**src/rtl/rprs_pkg.sv**
```systemverilog
// rprs_pkg: constants and types of the reference point return sequencer
// assumes one 40 MHz clock and a plain one-cycle register port
package rprs_pkg;
  localparam int NUM_AXES = 3;
  localparam int SPD_W = 16;
  localparam int ADDR_W = 8;
  localparam int DATA_W = 32;
  localparam int MODE_W = 8;
  localparam int CODE_W = 5;
  typedef logic [SPD_W-1:0] rprs_speed_t;
  typedef logic [ADDR_W-1:0] rprs_addr_t;
  typedef logic [DATA_W-1:0] rprs_data_t;
  typedef logic [NUM_AXES-1:0] rprs_axes_t;
  typedef logic [15:0] rprs_alm_t;
  // byte addresses of the register words
  localparam rprs_addr_t OFS_CTRL = 8'h00;
  localparam rprs_addr_t OFS_HOME_FEED = 8'h04;
  localparam rprs_addr_t OFS_APPR_FEED = 8'h08;
  localparam rprs_addr_t OFS_RAPID_FEED = 8'h0c;
  localparam rprs_addr_t OFS_STATUS = 8'h10;
  localparam rprs_addr_t OFS_ALARM = 8'h14;
  // field positions
  localparam int CTRL_HS_SEL = 0;
  localparam int CTRL_ABS_EST = 1;
  localparam int CTRL_FINAL_LSB = 2;
  localparam int STAT_REACHED_LSB = 0;
  localparam int STAT_EST_LSB = 3;
  localparam int STAT_MODE = 6;
  localparam int STAT_ALARM = 7;
  // reset values, manual feed step and alarm codes
  localparam rprs_speed_t HOME_FEED_RST = 16'h1000;
  localparam rprs_speed_t APPR_FEED_RST = 16'h0100;
  localparam rprs_speed_t RAPID_FEED_RST = 16'h4000;
  localparam rprs_axes_t FINAL_MINUS_RST = 3'h0;
  localparam rprs_speed_t MAN_STEP = 16'h0040;
  localparam rprs_alm_t ALM_NONE = 16'h0000;
  localparam rprs_alm_t ALM_MODE = 16'h0101;
  localparam rprs_alm_t ALM_DIR = 16'h0003;
  typedef enum logic [2:0] {
    ST_IDLE = 3'b000,
    ST_FEED = 3'b001,
    ST_PASS = 3'b010,
    ST_APPR = 3'b011,
    ST_DONE = 3'b100
  } rprs_st_e;
endpackage

```
**src/rtl/rprs_cfg_if.sv**
```systemverilog
// rprs_cfg_if: settings from the register file to the sequencer core
// and status back; both ends on ref_clk
`timescale 1ns/1ps
`default_nettype none
interface rprs_cfg_if;
  import rprs_pkg::*;
  logic hs_sel;
  logic abs_est;
  rprs_axes_t final_minus;
  rprs_speed_t home_feed;
  rprs_speed_t app_feed;
  rprs_speed_t rapid_feed;
  rprs_axes_t reached;
  rprs_axes_t established;
  logic mode_active;
  logic alm_mode;
  logic alm_dir;
  modport regs (output hs_sel, abs_est, final_minus, home_feed, app_feed,
    rapid_feed, input reached, established, mode_active, alm_mode, alm_dir);
  modport core (input hs_sel, abs_est, final_minus, home_feed, app_feed,
    rapid_feed, output reached, established, mode_active, alm_mode, alm_dir);
endinterface
`default_nettype wire

```
**src/rtl/rprs_mode_chk.sv**
```systemverilog
// rprs_mode_chk: homing mode entry and mode conflict detection
// assumes mode selects are synchronous levels from the ladder logic
`timescale 1ns/1ps
`default_nettype none
module rprs_mode_chk (
  input wire logic ref_clk,
  input wire logic rst,
  input wire logic homing_mode_select,
  input wire logic [7:0] other_mode_select,
  input wire logic any_busy,
  output logic mode_active,
  output logic alm_mode
);
  import rprs_pkg::*;
  typedef struct packed {
    logic prev_sel;
    logic active;
    logic alm;
  } rprs_mode_s;
  rprs_mode_s r_reg, r_next;

  always_comb begin
    r_next.prev_sel = homing_mode_select;
    r_next.active = homing_mode_select && !(|other_mode_select); // [RULE1]
    // duplicate mode, or mode dropped while an axis still moves
    r_next.alm = (homing_mode_select && |other_mode_select) ||
      (r_reg.prev_sel && !homing_mode_select && any_busy); // [RULE3]
  end

  always_ff @(posedge ref_clk) begin
    if (rst) begin
      r_reg <= '0;
    end else begin
      r_reg <= r_next;
    end
  end

  assign mode_active = r_reg.active;
  assign alm_mode = r_reg.alm;
endmodule
`default_nettype wire

```
**src/rtl/rprs_regs.sv**
```systemverilog
// rprs_regs: register slave and sticky operation alarm
// assumes one-cycle strobes, read data valid only the cycle after rd
`timescale 1ns/1ps
`default_nettype none
module rprs_regs (
  input wire logic ref_clk,
  input wire logic rst,
  input wire rprs_pkg::rprs_addr_t reg_addr,
  input wire rprs_pkg::rprs_data_t reg_wdata,
  input wire logic reg_wr,
  input wire logic reg_rd,
  output logic [31:0] reg_rdata,
  output logic op_alarm,
  output logic [15:0] op_alarm_code,
  rprs_cfg_if.regs c
);
  import rprs_pkg::*;
  typedef struct packed {
    logic hs_sel;
    logic abs_est;
    rprs_axes_t final_minus;
    rprs_speed_t home_feed;
    rprs_speed_t app_feed;
    rprs_speed_t rapid_feed;
    rprs_alm_t code;
    logic alarm;
    rprs_data_t rdata;
  } rprs_regs_s;
  rprs_regs_s r_reg, r_next;

  always_comb begin
    r_next = r_reg;
    r_next.rdata = '0;
    if (reg_wr) begin
      case (reg_addr)
        OFS_CTRL: begin
          r_next.hs_sel = reg_wdata[CTRL_HS_SEL];
          r_next.abs_est = reg_wdata[CTRL_ABS_EST];
          r_next.final_minus = reg_wdata[CTRL_FINAL_LSB +: NUM_AXES];
        end
        OFS_HOME_FEED: r_next.home_feed = reg_wdata[SPD_W-1:0];
        OFS_APPR_FEED: r_next.app_feed = reg_wdata[SPD_W-1:0];
        OFS_RAPID_FEED: r_next.rapid_feed = reg_wdata[SPD_W-1:0];
        OFS_ALARM: begin
          r_next.code = ALM_NONE;
          r_next.alarm = 1'b0;
        end
        default: r_next.rdata = '0;
      endcase
    end
    // new alarms land after the clear so that a clear never loses an event; 0101 overwrites 0003 in the same cycle
    if (c.alm_dir) begin
      r_next.code = ALM_DIR;
      r_next.alarm = 1'b1;
    end
    if (c.alm_mode) begin
      r_next.code = ALM_MODE;
      r_next.alarm = 1'b1;
    end
    if (reg_rd) begin
      case (reg_addr)
        OFS_CTRL: r_next.rdata = {27'h0, r_reg.final_minus, r_reg.abs_est,
          r_reg.hs_sel};
        OFS_HOME_FEED: r_next.rdata = {16'h0, r_reg.home_feed};
        OFS_APPR_FEED: r_next.rdata = {16'h0, r_reg.app_feed};
        OFS_RAPID_FEED: r_next.rdata = {16'h0, r_reg.rapid_feed};
        OFS_STATUS: r_next.rdata = {24'h0, r_reg.alarm, c.mode_active,
          c.established, c.reached};
        OFS_ALARM: r_next.rdata = {16'h0, r_reg.code};
        default: r_next.rdata = '0;
      endcase
    end
  end

  always_ff @(posedge ref_clk) begin
    if (rst) begin
      r_reg <= '{1'b0, 1'b0, FINAL_MINUS_RST, HOME_FEED_RST, APPR_FEED_RST,
        RAPID_FEED_RST, ALM_NONE, 1'b0, 32'h0};
    end else begin
      r_reg <= r_next;
    end
  end

  assign reg_rdata = r_reg.rdata;
  assign op_alarm = r_reg.alarm;
  assign op_alarm_code = r_reg.code;
  assign c.hs_sel = r_reg.hs_sel;
  assign c.abs_est = r_reg.abs_est;
  assign c.final_minus = r_reg.final_minus;
  assign c.home_feed = r_reg.home_feed;
  assign c.app_feed = r_reg.app_feed;
  assign c.rapid_feed = r_reg.rapid_feed;
endmodule
`default_nettype wire

```
**src/rtl/rprs_top.sv**
```systemverilog
// rprs_top: reference point return sequencer for three axes
// assumes ladder inputs, dog and reference point inputs are synchronous
// to ref_clk and that motion control follows move, direction and speed
//
// Notes on behaviour
// [RULE1] homing mode is active while its select is high and no other
// [RULE2] ladder raises plus or minus feed select of an axis to start it
// [RULE3] duplicate mode or mode dropped during motion raises alarm 0101
// [RULE4] first homing after reset is dog-type unless absolute est. set
// [RULE5] after establishment, pattern is chosen by the high-speed bit
// [RULE6] dog-type path depends on trip direction versus final direction
// [RULE7] once approach starts, axis completes even if select released
// [RULE8] another axis may start once no axis is before approach
// [RULE9] final entry direction after the dog comes from a setting
// [RULE10] dog-type pre-approach speed: homing feed if rapid, else manual
// [RULE11] approach speed comes from a setting
// [RULE12] at reference point the axis stops and its reached flag rises
// [RULE13] high-speed speed: rapid feed if rapid, else manual feed
// [RULE14] high-speed accepts only toward the point; else alarm 0003
// [RULE15] reached flag drops when axis leaves point or mode is left
//
// Design decisions made here: the register addresses and the address-and-strobe port.
`timescale 1ns/1ps
`default_nettype none
module rprs_top (
  input wire logic ref_clk,
  input wire logic rst,
  input wire rprs_pkg::rprs_addr_t reg_addr,
  input wire rprs_pkg::rprs_data_t reg_wdata,
  input wire logic reg_wr,
  input wire logic reg_rd,
  output logic [31:0] reg_rdata,
  input wire logic homing_mode_select,
  input wire logic [7:0] other_mode_select,
  input wire rprs_pkg::rprs_axes_t feed_select_plus,
  input wire rprs_pkg::rprs_axes_t feed_select_minus,
  input wire logic rapid_traverse_select,
  input wire logic [4:0] manual_feedrate_code,
  input wire rprs_pkg::rprs_axes_t near_dog,
  input wire rprs_pkg::rprs_axes_t at_ref_point,
  output rprs_pkg::rprs_axes_t axis_move,
  output rprs_pkg::rprs_axes_t axis_dir_minus,
  output logic [47:0] axis_speed,
  output rprs_pkg::rprs_axes_t ref_point_reached_flag,
  output logic op_alarm,
  output logic [15:0] op_alarm_code
);
  import rprs_pkg::*;

  typedef struct packed {
    rprs_st_e [NUM_AXES-1:0] st;
    rprs_axes_t fast;
    rprs_axes_t dir_minus;
    rprs_axes_t reached;
    rprs_axes_t established;
    rprs_axes_t move;
    rprs_speed_t [NUM_AXES-1:0] speed;
    logic alm_dir;
  } rprs_top_s;

  rprs_top_s r, r_next;
  rprs_cfg_if cfg ();
  logic mode_active;
  logic alm_mode;
  rprs_axes_t pre_busy;
  rprs_speed_t man_spd;
  rprs_speed_t dog_spd;
  rprs_speed_t fast_spd;

  // manual feed code scaled to a speed word
  function automatic rprs_speed_t man_speed(input logic [4:0] code);
    man_speed = SPD_W'(code) * MAN_STEP;
  endfunction

  // true when an axis other than idx is still before its approach
  function automatic logic others_pre(input rprs_axes_t busy,
    input int idx);
    rprs_axes_t mask;
    mask = busy;
    mask[idx] = 1'b0;
    others_pre = |mask;
  endfunction

  function automatic rprs_speed_t phase_speed(input rprs_st_e st,
    input logic fast, input rprs_speed_t dog_s, input rprs_speed_t fast_s,
    input rprs_speed_t app_s);
    case (st)
      ST_FEED, ST_PASS: phase_speed = fast ? fast_s : dog_s;
      ST_APPR: phase_speed = app_s;
      default: phase_speed = '0;
    endcase
  endfunction

  rprs_regs u_regs (
    .ref_clk(ref_clk),
    .rst(rst),
    .reg_addr(reg_addr),
    .reg_wdata(reg_wdata),
    .reg_wr(reg_wr),
    .reg_rd(reg_rd),
    .reg_rdata(reg_rdata),
    .op_alarm(op_alarm),
    .op_alarm_code(op_alarm_code),
    .c(cfg.regs)
  );

  rprs_mode_chk u_mode (
    .ref_clk(ref_clk),
    .rst(rst),
    .homing_mode_select(homing_mode_select),
    .other_mode_select(other_mode_select),
    .any_busy(|r.move),
    .mode_active(mode_active),
    .alm_mode(alm_mode)
  );

  assign man_spd = man_speed(manual_feedrate_code);
  assign dog_spd = rapid_traverse_select ? cfg.home_feed : man_spd; // [RULE10]
  assign fast_spd = rapid_traverse_select ? cfg.rapid_feed : man_spd; // [RULE13]

  always_comb begin
    for (int i = 0; i < NUM_AXES; i++) begin
      pre_busy[i] = (r.st[i] == ST_FEED) || (r.st[i] == ST_PASS);
    end
  end

  always_comb begin
    logic claim;
    logic want_any;
    logic want_m;
    logic held;
    logic fast_ok;
    claim = 1'b0;
    want_any = 1'b0;
    want_m = 1'b0;
    held = 1'b0;
    fast_ok = 1'b0;
    r_next = r;
    r_next.alm_dir = 1'b0;
    for (int i = 0; i < NUM_AXES; i++) begin
      // pressing both directions counts as no request
      want_any = feed_select_plus[i] ^ feed_select_minus[i];
      want_m = feed_select_minus[i];
      held = r.dir_minus[i] ? feed_select_minus[i] : feed_select_plus[i];
      fast_ok = cfg.hs_sel && (cfg.abs_est || r.established[i]); // [RULE4] [RULE5]
      if (!at_ref_point[i]) begin
        r_next.reached[i] = 1'b0; // [RULE15]
      end
      if (!mode_active) begin
        // leaving the mode aborts motion at once
        r_next.st[i] = ST_IDLE;
        r_next.reached[i] = 1'b0; // [RULE15]
      end else begin
        case (r.st[i])
          ST_IDLE: begin
            // one start per cycle keeps at most one axis before approach
            if (want_any && !claim && !others_pre(pre_busy, i)) begin // [RULE8]
              if (fast_ok && want_m != cfg.final_minus[i]) begin
                r_next.alm_dir = 1'b1; // [RULE14]
              end else begin
                claim = 1'b1;
                r_next.st[i] = ST_FEED; // [RULE2]
                r_next.fast[i] = fast_ok;
                r_next.dir_minus[i] = want_m;
              end
            end
          end
          ST_FEED: begin
            if (!held) begin
              r_next.st[i] = ST_IDLE;
            end else if (r.fast[i]) begin
              if (at_ref_point[i]) begin
                r_next.st[i] = ST_DONE; // [RULE12]
                r_next.reached[i] = 1'b1;
                r_next.established[i] = 1'b1;
              end
            end else if (near_dog[i]) begin
              if (r.dir_minus[i] == cfg.final_minus[i]) begin
                r_next.st[i] = ST_APPR; // [RULE6]
                r_next.dir_minus[i] = cfg.final_minus[i]; // [RULE9]
              end else begin
                r_next.st[i] = ST_PASS; // [RULE6]
              end
            end
          end
          ST_PASS: begin
            // run through the dog, then turn round onto the final direction
            if (!held) begin
              r_next.st[i] = ST_IDLE;
            end else if (!near_dog[i]) begin
              r_next.st[i] = ST_APPR;
              r_next.dir_minus[i] = cfg.final_minus[i]; // [RULE9]
            end
          end
          ST_APPR: begin
            // feed select no longer matters here
            if (at_ref_point[i]) begin // [RULE7]
              r_next.st[i] = ST_DONE; // [RULE12]
              r_next.reached[i] = 1'b1;
              r_next.established[i] = 1'b1;
            end
          end
          ST_DONE: begin
            // stays stopped until the selects are released
            if (!feed_select_plus[i] && !feed_select_minus[i]) begin
              r_next.st[i] = ST_IDLE;
            end
          end
          default: r_next.st[i] = ST_IDLE;
        endcase
      end
      r_next.move[i] = (r_next.st[i] == ST_FEED) ||
        (r_next.st[i] == ST_PASS) || (r_next.st[i] == ST_APPR);
      r_next.speed[i] = phase_speed(r_next.st[i], r_next.fast[i], dog_spd,
        fast_spd, cfg.app_feed); // [RULE10] [RULE11] [RULE13]
    end
  end

  always_ff @(posedge ref_clk) begin
    if (rst) begin
      r <= '0;
    end else begin
      r <= r_next;
    end
  end

  assign axis_move = r.move;
  assign axis_dir_minus = r.dir_minus;
  assign axis_speed = r.speed;
  assign ref_point_reached_flag = r.reached;
  assign cfg.reached = r.reached;
  assign cfg.established = r.established;
  assign cfg.mode_active = mode_active;
  assign cfg.alm_mode = alm_mode;
  assign cfg.alm_dir = r.alm_dir;

  for (genvar i = 0; i < NUM_AXES; i++) begin : g_chk

  end
endmodule
`default_nettype wire

```
**config.mk**
```make
export PLATFORM = sky130hd
export DESIGN_NAME = rprs_top
export DESIGN_NICKNAME = d
export VERILOG_FILES = /design/src/rtl/rprs_pkg.sv /design/src/rtl/rprs_cfg_if.sv /design/src/rtl/rprs_mode_chk.sv /design/src/rtl/rprs_regs.sv /design/src/rtl/rprs_top.sv
export SDC_FILE = /design/constraint.sdc
export NUM_CORES = 1
export LEC_CHECK = 0
export BUFFER_PORTS_ARGS = -buffer_cell sky130_fd_sc_hd__buf_2
export CAP_MARGIN = 10
export CORE_ASPECT_RATIO = 1.25
export CORE_MARGIN = 2
export CORE_UTILIZATION = 54
export CTS_CLUSTER_DIAMETER = 150
export DETAILED_ROUTE_END_ITERATION = 8
export GPL_TIMING_DRIVEN = 0
export PLACE_DENSITY = 0.9
export SKIP_LAST_GASP = 1
export SLEW_MARGIN = 20
export SYNTH_ARGS = -nofsm -noshare
export SYNTH_HDL_FRONTEND = slang
export SYNTH_SLANG_ARGS = --single-unit
```
**constraint.sdc**
```tcl
create_clock -name ref_clk -period 3.55 [get_ports ref_clk]
set_input_delay 0.71 -clock ref_clk [delete_from_list [all_inputs] [get_ports ref_clk]]
set_output_delay 0.71 -clock ref_clk [all_outputs]
set_load 0.005 [all_outputs]
```
### Word-level counts from Yosys, hierarchy flattened

Cells that the tools add are included.
W data, S select, Z words.

* flip-flop bits (word level): 165
* output and inout bits: 106
* word-level logic and storage cells: 311

* equality and inequality tests: 59
* multiplexer cells: 139
* bitwise operators: 4
* reductions and logical operators: 80

Operator list (number)
* $pmux W16 S2: 3
* $pmux W16 S6: 1
* $mux W3: 30
* $mux W1: 83
* $mux W16: 5
* $pmux W3 S5: 3
* $mux W42: 1
* $eq A3 B2 Y1 const B: 12
* $ne A2 B2 Y1 const B: 18
* $mux W32: 1
* $mux W10: 3
* $reduce_and A10 Y1: 3
* $eq A3 B1 Y1 const B: 6
* $logic_and A1 B1 Y1: 18
* $ne A2 B1 Y1 const B: 9
* $eq A8 B4 Y1 const B: 2
* $eq A8 B5 Y1 const B: 2
* $reduce_or A2 Y1: 8
* $reduce_bool A3 Y1: 5
* $logic_not A1 Y1: 13
* $logic_or A1 B1 Y1: 13
* $pmux W1 S2: 6
* $reduce_and A2 Y1: 6
* $reduce_and A4 Y1: 3
* other kinds (12): 28

### Depth between registers and ports, before layout

Gate-level depths: netlist (run 1).

* depth in word-level cells: 23
* depth in mapped cells: 10
* gate-level depth less buffers: 9

### Hierarchy

From an unflattened synthesis (run 1), not the netlist that was laid out.

* cells, all modules: 895
* area total of the unflattened synthesis: 7983.9 um^2

Modules (own cells, without submodules)
* rprs_top: times used 1, cells an instance 546, area each 4556.9 um^2, seq. area each 1461.4 um^2
* rprs_regs: times used 1, cells an instance 337, area each 3313.2 um^2, seq. area each 1441.4 um^2
* rprs_mode_chk: times used 1, cells an instance 12, area each 113.9 um^2, seq. area each 60.1 um^2

### Worst setup path before layout (run 1)

Ideal clock, no wire load.

* kind: in2reg
* start: in feed_select_plus[1]
* end: reg r (netlist bit axis_speed[18])
* setup time: 119 ps
* data arrival time: 2780 ps
* required time: 3431 ps
* setup slack: 651 ps
* cell stages on the path: 10
* path through: inv_1 > ha_1 > or4b_4 > a2111oi_0 > o311ai_0 > o21ai_0 > buf_2 > buf_2 > mux2i_1 > o21ai_1

* word-level cells in the longest chain between the ends: 9
* elaborated cells on any way between the ends: 21

Ends and longest elaborated chain
* start, declared: line rprs_top.sv:35 `input wire rprs_pkg::rprs_axes_t feed_select_plus,`
* $xor A1 B1 Y1: line rprs_top.sv:142 `want_any = feed_select_plus[i] ^ feed_select_minus[i];`
* $logic_and A1 B1 Y1 (2 in a row): line rprs_top.sv:157 `if (want_any && !claim && !others_pre(pre_busy, i)) begin`
* $mux W3: line rprs_top.sv:157
* $pmux W3 S5: line rprs_top.sv:154 `case (r.st[i])`
* $mux W3: line rprs_top.sv:149 `if (!mode_active) begin`
* $eq A3 B1 Y1 / $eq A3 B2 Y1 (equally long branches): line rprs_top.sv:87 `case (st)`
* $reduce_or A2 Y1: line rprs_top.sv:87
* $pmux W16 S2 *: line rprs_top.sv:87
* end signal, assigned: line rprs_top.sv:223 `r <= r_next;`
* end, declared: line rprs_top.sv:61 `rprs_top_s r, r_next;`

Mark *: on every way between the ends. The rest lies on a longest branch, timed or not.
A chain may end at the register's enable or synchronous reset.

### Worst setup path after layout (run 1)

* start: in feed_select_minus[1]
* end: reg r (netlist bit axis_speed[40])

* word-level cells in the longest chain between the ends: 15
* elaborated cells on any way between the ends: 24

Ends and longest elaborated chain
* start, declared: line rprs_top.sv:36 `input wire rprs_pkg::rprs_axes_t feed_select_minus,`
* $ne A1 B1 Y1 / $xor A1 B1 Y1 (equally long branches): line rprs_top.sv:158, rprs_top.sv:142
* $logic_and A1 B1 Y1 (on tied branches): line rprs_top.sv:158, rprs_top.sv:157
* $mux W1 / $logic_and A1 B1 Y1 (equally long branches): line rprs_top.sv:158, rprs_top.sv:157
* $mux W1 *: line rprs_top.sv:157
* $mux W1 *: line rprs_top.sv:154
* $mux W1 *: line rprs_top.sv:149
* $logic_not A1 Y1 *: line rprs_top.sv:157
* $logic_and A1 B1 Y1 * (2 in a row): line rprs_top.sv:157
* $mux W3: line rprs_top.sv:157
* $pmux W3 S5: line rprs_top.sv:154
* $mux W3: line rprs_top.sv:149
* $eq A3 B1 Y1 / $eq A3 B2 Y1 (equally long branches): line rprs_top.sv:87
* $reduce_or A2 Y1: line rprs_top.sv:87
* $pmux W16 S2 *: line rprs_top.sv:87

Marked as above.

==> results of run 1 <==
## stage by stage
stage / util / cell area, um2
after floorplan: - / 7610
after global placement: 0.619 / 8480
after detailed placement: 0.619 / 8480
after CTS: 0.659 / 9030
after global routing: 0.660 / 9030
final: 0.660 / 9040
## cell type report
| class | instances | share of cell area |
|---|---|---|
| multi-input combinational | 630 | 0.412 |
| clock buffer | 20 | 0.0494 |
| inverter | 17 | 0.00706 |
| clock inverter | 11 | 0.0114 |
| buffer | 136 | 0.0950 |
| timing repair buffer | 131 | 0.0726 |
| antenna | 1 | 0.000277 |
| sequential | 148 | 0.328 |
| tap | 175 | 0.0242 |
## power by group
group	leakage [nW]	switching (mW)	total [mW]	internal, mW
Combinational	2.32	0.109	0.190	0.0807
Clock	0.263	0.711	1.69	0.982
Sequential	1.19	0.00450	1.67	1.66
Total	3.77	0.825	3.55	2.73
## cell usage after synthesis (5+ instances only)
library cell / number / area (um2)
xnor2_1: 7 / 61.3
a221oi_1: 6 / 52.6
nand2_1: 171 / 642
nor4_1: 8 / 50.1
o211ai_1: 5 / 37.5
mux2i_1: 52 / 521
o21ai_1: 13 / 65.1
a22oi_1: 6 / 45.0
nand2b_1: 12 / 75.1
nor3_1: 11 / 55.1
nand3_1: 12 / 60.1
or2_2: 7 / 43.8
a31oi_1: 7 / 43.8
mux2_2: 8 / 90.1
buf_2: 7 / 35.0
inv_1: 17 / 63.8
clkbuf_1: 39 / 146
o21ai_0: 37 / 185
a21oi_1: 84 / 420
nor2_1: 47 / 176
a222oi_1: 13 / 130
buf_4: 88 / 661
dfxtp_1: 148 / 2960
a32o_1: 6 / 60.1
or3_1: 7 / 43.8
nor2b_1: 9 / 56.3
## per-layer routing
metal | global-route usage | vias to the layer above | part of all wire
met5 | 0 | - | 0
met3 | 0.0572 | 116 | 0.10
li1 | - | 3408 | -
met4 | 0.162 | 0 | 0.055
met2 | 0.486 | 528 | 0.48
met1 | 0.358 | 3395 | 0.37
## critical path, stage by stage
cell and delay [ns]:
buf_2 0.14, inv_1 0.06, ha_1 0.27, or4b_4 0.49
a21oi_2 0.24, nand3_1 0.15, a41oi_2 0.38, nor4_1 0.13
a21oi_2 0.42, clkbuf_2 0.35, o21ai_0 0.21
## final timing paths
kind                            startpoint                                   end  cells past startpoint
max                   feed_select_minus[1]             axis_speed[40]$_SDFF_PP0_                     11
min             u_mode.alm_mode$_SDFF_PP0_  u_regs.op_alarm_code[1]$_SDFFE_PP0P_                      1
max reg2reg  u_mode.mode_active$_SDFF_PP0_             axis_speed[40]$_SDFF_PP0_                      8
min reg2reg     u_mode.alm_mode$_SDFF_PP0_  u_regs.op_alarm_code[1]$_SDFFE_PP0P_                      1
## logic make-up (layout without fill, tap and decap cells)
kind of cell | Yosys count | count (layout)
flops | 148 | 148
simple gates | 313 | 313
buf+inv | 153 | 315
compound gates | 215 | 215
other cells | 1 | 30
mux | 60 | 60
xor+xnor | 10 | 10
fa+ha+maj | 3 | 3
## cell usage in the layout (no fill, tap or decap), types with 9 or more instances in the layout
cell       instances
o21ai_0           37
o21ai_1           13
nand3_1           12
a21oi_1           83
buf_4             88
nor2b_1            9
inv_1             17
nor2_1            47
buf_2            138
a222oi_1          13
nand2b_1          12
nor3_1            11
nand2_1          171
clkbuf_16         17
mux2i_1           52
clkbuf_1          41
dfxtp_1          148
conb_1            29
==> impl_metrics.tcl, run 1 <==
set metrics [dict create \
    drv_slew 0 \
    fillers 1133 \
    drt_wl_total_um 22400 \
    cts_sinks 148 \
    p_leak_nw 3.77 \
    netlist-cell-type-count 73 \
    grt_pass1_vias 6715 \
    die_y_um 136 \
    vias_per_cell 5.87 \
    nets 1155 \
    clock-skew-final_ns 0.00662 \
    drt-pass1-iter-count 9 \
    ctsResizeCount 0 \
    drive_gt1_frac 0.263 \
    syn_area_mm2 0.00750 \
    drv_cap 0 \
    final_antenna_net_count 0 \
    timing.fmax_mhz 302 \
    hold_class "register to register" \
    ir_drop_mv 0.274 \
    cts_tree "built" \
    wire_per_inst_um 17.6 \
    p_total_mw 3.55 \
    clock_latency_ns 0.42 \
    clockBufferDepth 2 \
    start_util 0.548 \
    max-slew-margin-rel 0.352 \
    cp_max_fo 10 \
    grt_overflow 0 \
    yosys-mux-area-fraction 0.0814 \
    finalCritPeriodShare 0.932 \
    final.min_clock_period_ns 3.31 \
    yosysWarnings 0 \
    root_buffer "clkbuf_16" \
    seq_area_mm2 0.00296 \
    dp_slack_ns -0.313 \
    dp.cells 1237 \
    synth_compound_area_frac 0.187 \
    fin_ws_ns 0.242 \
    rrSetupSlack_ns 0.31 \
    final_cell_count_no_fill 1269 \
    p_per_area_mw_per_mm2 393 \
    cp.required_ns 3.81 \
    grt_pass1_wl_um 33700 \
    status "complete, but fails checks" \
    largest_reg_flops 48 \
    fp.dieW_um 109 \
    gp_congestion 0.958 \
    violations "DRC" \
    antenna_found_initial 1 \
    synth_cells 903 \
    area_growth_pct 20.5 \
    tns_ns 0 \
    setup_viol 0 \
    ys_seq_area_frac 0.395 \
    grt_max_degree 17 \
    hold_ws_ns 0.482 \
    hpwl_um 15800 \
    synth_ff_type "dfxtp_1" \
    synth_top_family_by_area "simple AND/OR/NAND/NOR gates" \
    postCtsHoldBufs 0 \
    rsz0062_at_grt "no" \
    synth_xor_area_frac 0.0117 \
    cts.reportedPaths.clkPinSlew_ns 0.06 \
    drt_iter0_markers 985 \
    htreeDepth 4 \
    synth-seq-cells 148 \
    drc 2 \
    port-buffer-count 131 \
    track_usage 0.295 \
    path_class "input pin to register" \
    vias 7447 \
    worst-slew-pin-transition_ns 0.970 \
    synthArstFlopShare 0 \
    cts-buffers-inserted 17 \
    synth_fa_ha_area_frac 0.00500 \
    post_cts_buffers 0 \
    crit_path_end_kind "register" \
    row_count 48 \
    finalHoldViolCount 0 \
    pin_count 177 \
    crit_arrival_ns 3.57 \
    worst_setup_path_start_kind "input pin" \
    die_area_mm2 0.0149 \
    yosys.area_share.simple 0.196 \
    multi_input_area_mm2 0.00372 \
    synth_edf_count 0 \
    fp.coreArea_mm2 0.0137 \
    postSynthAreaPerCell_um2 8.31 \
]
(Power assumes the default switching activity.)
==> inputs of run 2 (changes only) <==
--- a/config.mk
+++ b/config.mk
@@ -7,15 +7,14 @@
 export LEC_CHECK = 0
 export BUFFER_PORTS_ARGS = -buffer_cell sky130_fd_sc_hd__buf_2
 export CAP_MARGIN = 10
-export CORE_ASPECT_RATIO = 1.25
 export CORE_MARGIN = 2
-export CORE_UTILIZATION = 54
+export CORE_UTILIZATION = 56
+export CTS_BUF_LIST = sky130_fd_sc_hd__clkbuf_2 sky130_fd_sc_hd__clkbuf_4 sky130_fd_sc_hd__clkbuf_8
 export CTS_CLUSTER_DIAMETER = 150
 export DETAILED_ROUTE_END_ITERATION = 8
 export GPL_TIMING_DRIVEN = 0
-export PLACE_DENSITY = 0.9
+export PLACE_DENSITY = 0.93
 export SKIP_LAST_GASP = 1
-export SLEW_MARGIN = 20
 export SYNTH_ARGS = -nofsm -noshare
 export SYNTH_HDL_FRONTEND = slang
 export SYNTH_SLANG_ARGS = --single-unit
==> run 2 against run 1 <==
  * The run now ends clean
  * Critical path depth stayed put
  * Total power is 6.7% lower
  * Clock skew is 0.0095 ns higher
  * Utilization is 1.9 points higher
  * Highest routed layer unchanged
  * Clock-buffer cell count is 3 lower
  * Critical path type unchanged
  * Die area is 3.5% lower
  * Worst setup slack worse by 0.095 ns
  * Clock power is 14% lower
  * Wire length is 0.41% lower
  * Cell count hardly changed
  * First-iteration DRC count is 21% higher
  * Cell area is 1.2% lower
==> impl_metrics.tcl, run 2 (same netlist as run 1, synthesis figures left out) <==
set metrics [dict create \
    timing.fmax_mhz 294 \
    postCtsHoldBufs 0 \
    p_int_mw 2.47 \
    combPwrFrac 0.057 \
    port-buffer-count 131 \
    path_class "input pin to register" \
    hpwl_um 15700 \
    drive_gt1_frac 0.265 \
    p_sw_frac 0.254 \
    crit_arrival_ns 3.74 \
    drt_wl_total_um 22300 \
    drv_slew 0 \
    clockBufferDepth 2 \
    area_growth_pct 19.0 \
    p_clk_frac 0.440 \
    cp.required_ns 3.89 \
    clock_latency_ns 0.48 \
    antenna_cells 0 \
    largest_reg_flops 48 \
    row_count 42 \
    root_buffer "clkbuf_8" \
    die_y_um 120 \
    post_cts_buffers 0 \
    worst-slew-pin-transition_ns 1.01 \
    crit_path_end_kind "register" \
    p_per_area_mw_per_mm2 371 \
    drt_iter0_markers 1191 \
    crit_path_start "feed_select_minus[1]" \
    drv_cap 0 \
    hp-start "homing_mode_select" \
    final_util 0.679 \
    drt-pass1-iter-count 6 \
    fin_ws_ns 0.147 \
    worst_setup_path_start_kind "input pin" \
    pwr-share-seq 0.503 \
    cp_max_fo 10 \
    track_usage 0.305 \
    start_util 0.571 \
    status "finished, final reports clean" \
    setup_viol 0 \
    rsz0062_at_grt "no" \
    cts.reportedPaths.clkPinSlew_ns 0.10 \
    ctsResizeCount 0 \
    finalCritPeriodShare 0.959 \
    antenna_found_initial 0 \
    nets 1155 \
    timing.rr.start "u_mode.mode_active$_SDFF_PP0_" \
    p_leak_nw 3.73 \
    wire_per_inst_um 17.5 \
    htreeDepth 4 \
    reg2regPathDepth 8 \
    grt_pass1_vias 6810 \
    drc 0 \
    fp.coreArea_mm2 0.0131 \
    final_cell_mix "171 x nand2_1, 148 x dfxtp_1, 138 x buf_2" \
    hold_class "input pin to register" \
    dp_slack_ns -0.192 \
    final_antenna_net_count 0 \
    clock-skew-final_ns 0.0161 \
    die_area_mm2 0.0143 \
    hold_depth 2 \
    ir_drop_mv 0.236 \
    grt_pass1_wl_um 34200 \
    vias_per_cell 5.84 \
    cts_tree "built" \
    gp_congestion 0.937 \
    cts-buffers-inserted 17 \
    p_total_mw 3.31 \
    pin_count 177 \
    switching_power_uw 843 \
    rrSetupSlack_ns 0.27 \
    finalHoldViolCount 0 \
    hold_ws_ns 0.493 \
    vias 7416 \
    cts_sinks 148 \
    layout_commonest_cell "nand2_1" \
    fp.dieW_um 120 \
    max-slew-margin-rel 0.324 \
    grt_overflow 0 \
    final.min_clock_period_ns 3.40 \
    grt_max_degree 17 \
]
-- run 2: cell count changes in the layout (fill, tap and decap cells not counted), sizes merged --
cell	delta
diode	-1
clkinv	-2
inv	+6
clkinvlp	-2
bufinv	+2
clkbuf	-3
-- run 2: layer usage --
layer,up-vias,GRT usage,part of all wire
li1,3406,-,-
met1,3354,0.401,0.39
met4,0,0.180,0.047
met3,97,0.0746,0.12
met2,559,0.454,0.45
met5,-,0,0
-- run 2: critical path, cell delays in order --
cell	delay (ns)
buf_2	0.13
inv_1	0.06
ha_1	0.26
or4b_4	0.49
a21oi_2	0.26
nand3_1	0.17
a41oi_2	0.35
nor4_1	0.11
a21oi_1	0.61
clkbuf_2	0.39
o21ai_0	0.19
-- run 2: path summary, 6_finish.rpt --
kind                                               end
setup reg to reg             axis_speed[40]$_SDFF_PP0_
hold reg to reg   u_regs.op_alarm_code[1]$_SDFFE_PP0P_
setup / recovery             axis_speed[40]$_SDFF_PP0_
hold / removal              u_mode.r_reg[2]$_SDFF_PP0_
-- run 2: layout make-up --
cell class                      count  area, um2
Buffer                            136        858
Clock buffer                       17        234
Clock inverter                     15        209
Fill cell                        1036       4210
Inverter                           17       63.8
Multi-Input combinational cell    630       3720
Sequential cell                   148       2960
Tap cell                          176        220
Timing Repair Buffer              131        656
-- run 2: stage by stage --
stage	cell area (um2)	instances	TNS, ns
floorplan	7610	931	0
global placement	8480	1238	-1.38
detailed placement	8480	1238	-1.32
CTS	8920	1270	0
global route	8920	1270	0
finish	8920	1270	0
-- run 2: power groups by stage --
stage	sequential, mW	clock [mW]	combinational [mW]
2_1_floorplan	1.70	0	0.109
4_1_cts	1.67	1.45	0.184
6_report	1.67	1.46	0.190
5_1_grt	1.67	1.52	0.203
3_5_place_dp	1.71	0	0.182
3_3_place_gp	1.71	0	0.179
==> inputs of run 3 (changes only) <==
--- a/config.mk
+++ b/config.mk
@@ -8,12 +8,12 @@
 export BUFFER_PORTS_ARGS = -buffer_cell sky130_fd_sc_hd__buf_2
 export CAP_MARGIN = 10
 export CORE_MARGIN = 2
-export CORE_UTILIZATION = 56
-export CTS_BUF_LIST = sky130_fd_sc_hd__clkbuf_2 sky130_fd_sc_hd__clkbuf_4 sky130_fd_sc_hd__clkbuf_8
+export CORE_UTILIZATION = 54
+export CTS_BUF_LIST = sky130_fd_sc_hd__clkbuf_8 sky130_fd_sc_hd__clkbuf_16
 export CTS_CLUSTER_DIAMETER = 150
 export DETAILED_ROUTE_END_ITERATION = 8
 export GPL_TIMING_DRIVEN = 0
-export PLACE_DENSITY = 0.93
+export PLACE_DENSITY = 0.9
 export SKIP_LAST_GASP = 1
 export SYNTH_ARGS = -nofsm -noshare
 export SYNTH_HDL_FRONTEND = slang
==> run 3 against run 2 <==
  * Clock skew is 0.0063 ns lower
  * Clock power up 23%
  * Critical endpoint unchanged
  * Cell count increased by 0.39%
  * Utilization down 1.7 points
  * Sequential share of layout area down 0.58 points
  * Global-route usage down 0.34 points
  * Hold slack improved by 0.012 ns
  * Critical path depth unchanged
  * First-iteration DRC count down 26%
  * Sequential cell count did not move
  * Non-clock buffer count unchanged
==> impl_metrics.tcl, run 3 (same netlist as run 1, synthesis figures left out) <==
set metrics [dict create \
    path_class "input pin to register" \
    die_y_um 122 \
    cts_sinks 148 \
    timing.fmax_mhz 310 \
    pin_count 177 \
    p_total_mw 3.66 \
    cp.required_ns 3.83 \
    drc 0 \
    hp-start "u_mode.r_reg[2]$_SDFF_PP0_" \
    placed_area_mm2 0.00849 \
    max-slew-margin-rel 0.339 \
    fp.coreArea_mm2 0.0137 \
    grt_overflow 0 \
    reg2regPathDepth 8 \
    cts-buffers-inserted 17 \
    clock-skew-final_ns 0.00977 \
    hold_depth 2 \
    drive_gt1_frac 0.265 \
    start_util 0.547 \
    final_antenna_net_count 0 \
    met3_length_um 2530 \
    p_int_mw 2.80 \
    largest_reg_flops 48 \
    clock_latency_ns 0.43 \
    track_usage 0.302 \
    cp_max_fo 10 \
    port-buffer-count 131 \
    gp_congestion 0.929 \
    p_per_area_mw_per_mm2 403 \
    hold_ws_ns 0.505 \
    area_growth_pct 21.1 \
    fin_area_mm2 0.00908 \
    drt_wl_total_um 22500 \
    drt-pass1-iter-count 9 \
    clockBufferDepth 2 \
    final.min_clock_period_ns 3.23 \
    dp.cells 1242 \
    final_cell_mix "171 x nand2_1, 148 x dfxtp_1, 138 x buf_2" \
    grt_max_degree 17 \
    dp_slack_ns -0.234 \
    cts_tree "built" \
    grt_pass1_wl_um 34600 \
    ir_drop_mv 0.363 \
    hold_end "u_mode.alm_mode$_SDFF_PP0_" \
    fillers 1105 \
    final_util 0.662 \
    rrSetupSlack_ns 0.34 \
    status "finished, final reports clean" \
    postCtsHoldBufs 0 \
    setup_viol 0 \
    routed.top_layer "met5" \
    combPwrFrac 0.052 \
    tns_ns 0 \
    rsz0062_at_grt "no" \
    p_leak_nw 3.80 \
    vias 7374 \
    grt_pass1_vias 6775 \
    fp.dieW_um 122 \
    worst-slew-pin-transition_ns 0.989 \
    p_clk_frac 0.492 \
    hold_class "register to register" \
    switching_power_uw 858 \
    drv_cap 0 \
    drv_slew 0 \
    p_sw_frac 0.234 \
    fin_ws_ns 0.323 \
    antenna_found_initial 2 \
    nets 1155 \
    drt_iter0_markers 876 \
    finalHoldViolCount 0 \
    wl_met2_um 10100 \
    finalCritPeriodShare 0.909 \
    met1_length_um 8960 \
    row_count 43 \
    worst_setup_path_start_kind "input pin" \
    r2r-end "axis_speed[5]$_SDFF_PP0_" \
    crit_arrival_ns 3.51 \
    htreeDepth 4 \
    crit_path_end_kind "register" \
    final_cell_count_no_fill 1275 \
    cts.reportedPaths.clkPinSlew_ns 0.06 \
    pwr-share-seq 0.456 \
    root_buffer "clkbuf_16" \
    layout_commonest_cell "nand2_1" \
    timing.rr.start "axis_dir_minus[0]$_SDFFE_PP0P_" \
    vias_per_cell 5.78 \
    die_area_mm2 0.0148 \
    wire_per_inst_um 17.6 \
    hpwl_um 15700 \
]
[run 3: cell count changes in the layout (fill, tap and decap cells not counted), sizes merged]
cell and change:
inv -4, clkinv +2, clkinvlp +2, bufinv -1
clkbuf +1, diode +1
[run 3: power groups by stage]
stage | logic, mW | registers (mW) | clock network, mW
floorplan | 0.109 | 1.70 | 0
global placement | 0.180 | 1.71 | 0
detailed placement | 0.182 | 1.71 | 0
CTS | 0.183 | 1.67 | 1.80
global route | 0.204 | 1.67 | 1.87
finish | 0.189 | 1.67 | 1.80
[run 3: metal layers]
metal,vias to the layer above,track usage
met5,-,0
met4,2,0.131
met3,91,0.0740
met2,527,0.476
met1,3349,0.393
li1,3405,-
[run 3: worst max-delay path by stage]
| stage | startpoint | end | slack (ns) |
|---|---|---|---|
| floorplan | feed_select_plus[1] | axis_speed[18]$_SDFF_PP0_ | 0.65 |
| global placement | feed_select_minus[1] | axis_speed[40]$_SDFF_PP0_ | -0.23 |
| detailed placement | feed_select_minus[1] | axis_speed[40]$_SDFF_PP0_ | -0.23 |
| CTS | feed_select_minus[1] | axis_speed[40]$_SDFF_PP0_ | 0.18 |
| global route | axis_dir_minus[0]$_SDFFE_PP0P_ | axis_speed[5]$_SDFF_PP0_ | 0.08 |
| finish | feed_select_minus[1] | axis_speed[40]$_SDFF_PP0_ | 0.32 |
[run 3: repair_timing]
item,4_1_cts,5_1_grt
hold endpoints to repair,0,0
buffers inserted,0,0
gates resized for setup,0,1
endpoints found under the setup margin,0,1
[run 3: area by class of cell]
class                           instances  area (um2)  area share
Tap cell                              180         225      0.0248
Buffer                                136         858      0.0945
Antenna cell                            1        2.50    0.000275
Clock buffer                           18         439      0.0483
Clock inverter                         14         151      0.0167
Inverter                               17        63.8     0.00702
Multi-Input combinational cell        630        3720       0.410
Sequential cell                       148        2960       0.326
Timing Repair Buffer                  131         656      0.0722
[run 3: worst max-delay path, stage by stage]
cell and delay, ns:
buf_2 0.14, inv_1 0.05, ha_1 0.26, or4b_4 0.49, a21oi_2 0.27, nand3_1 0.17
a41oi_2 0.38, nor4_1 0.13, a21oi_2 0.38, clkbuf_2 0.34, o21ai_0 0.18
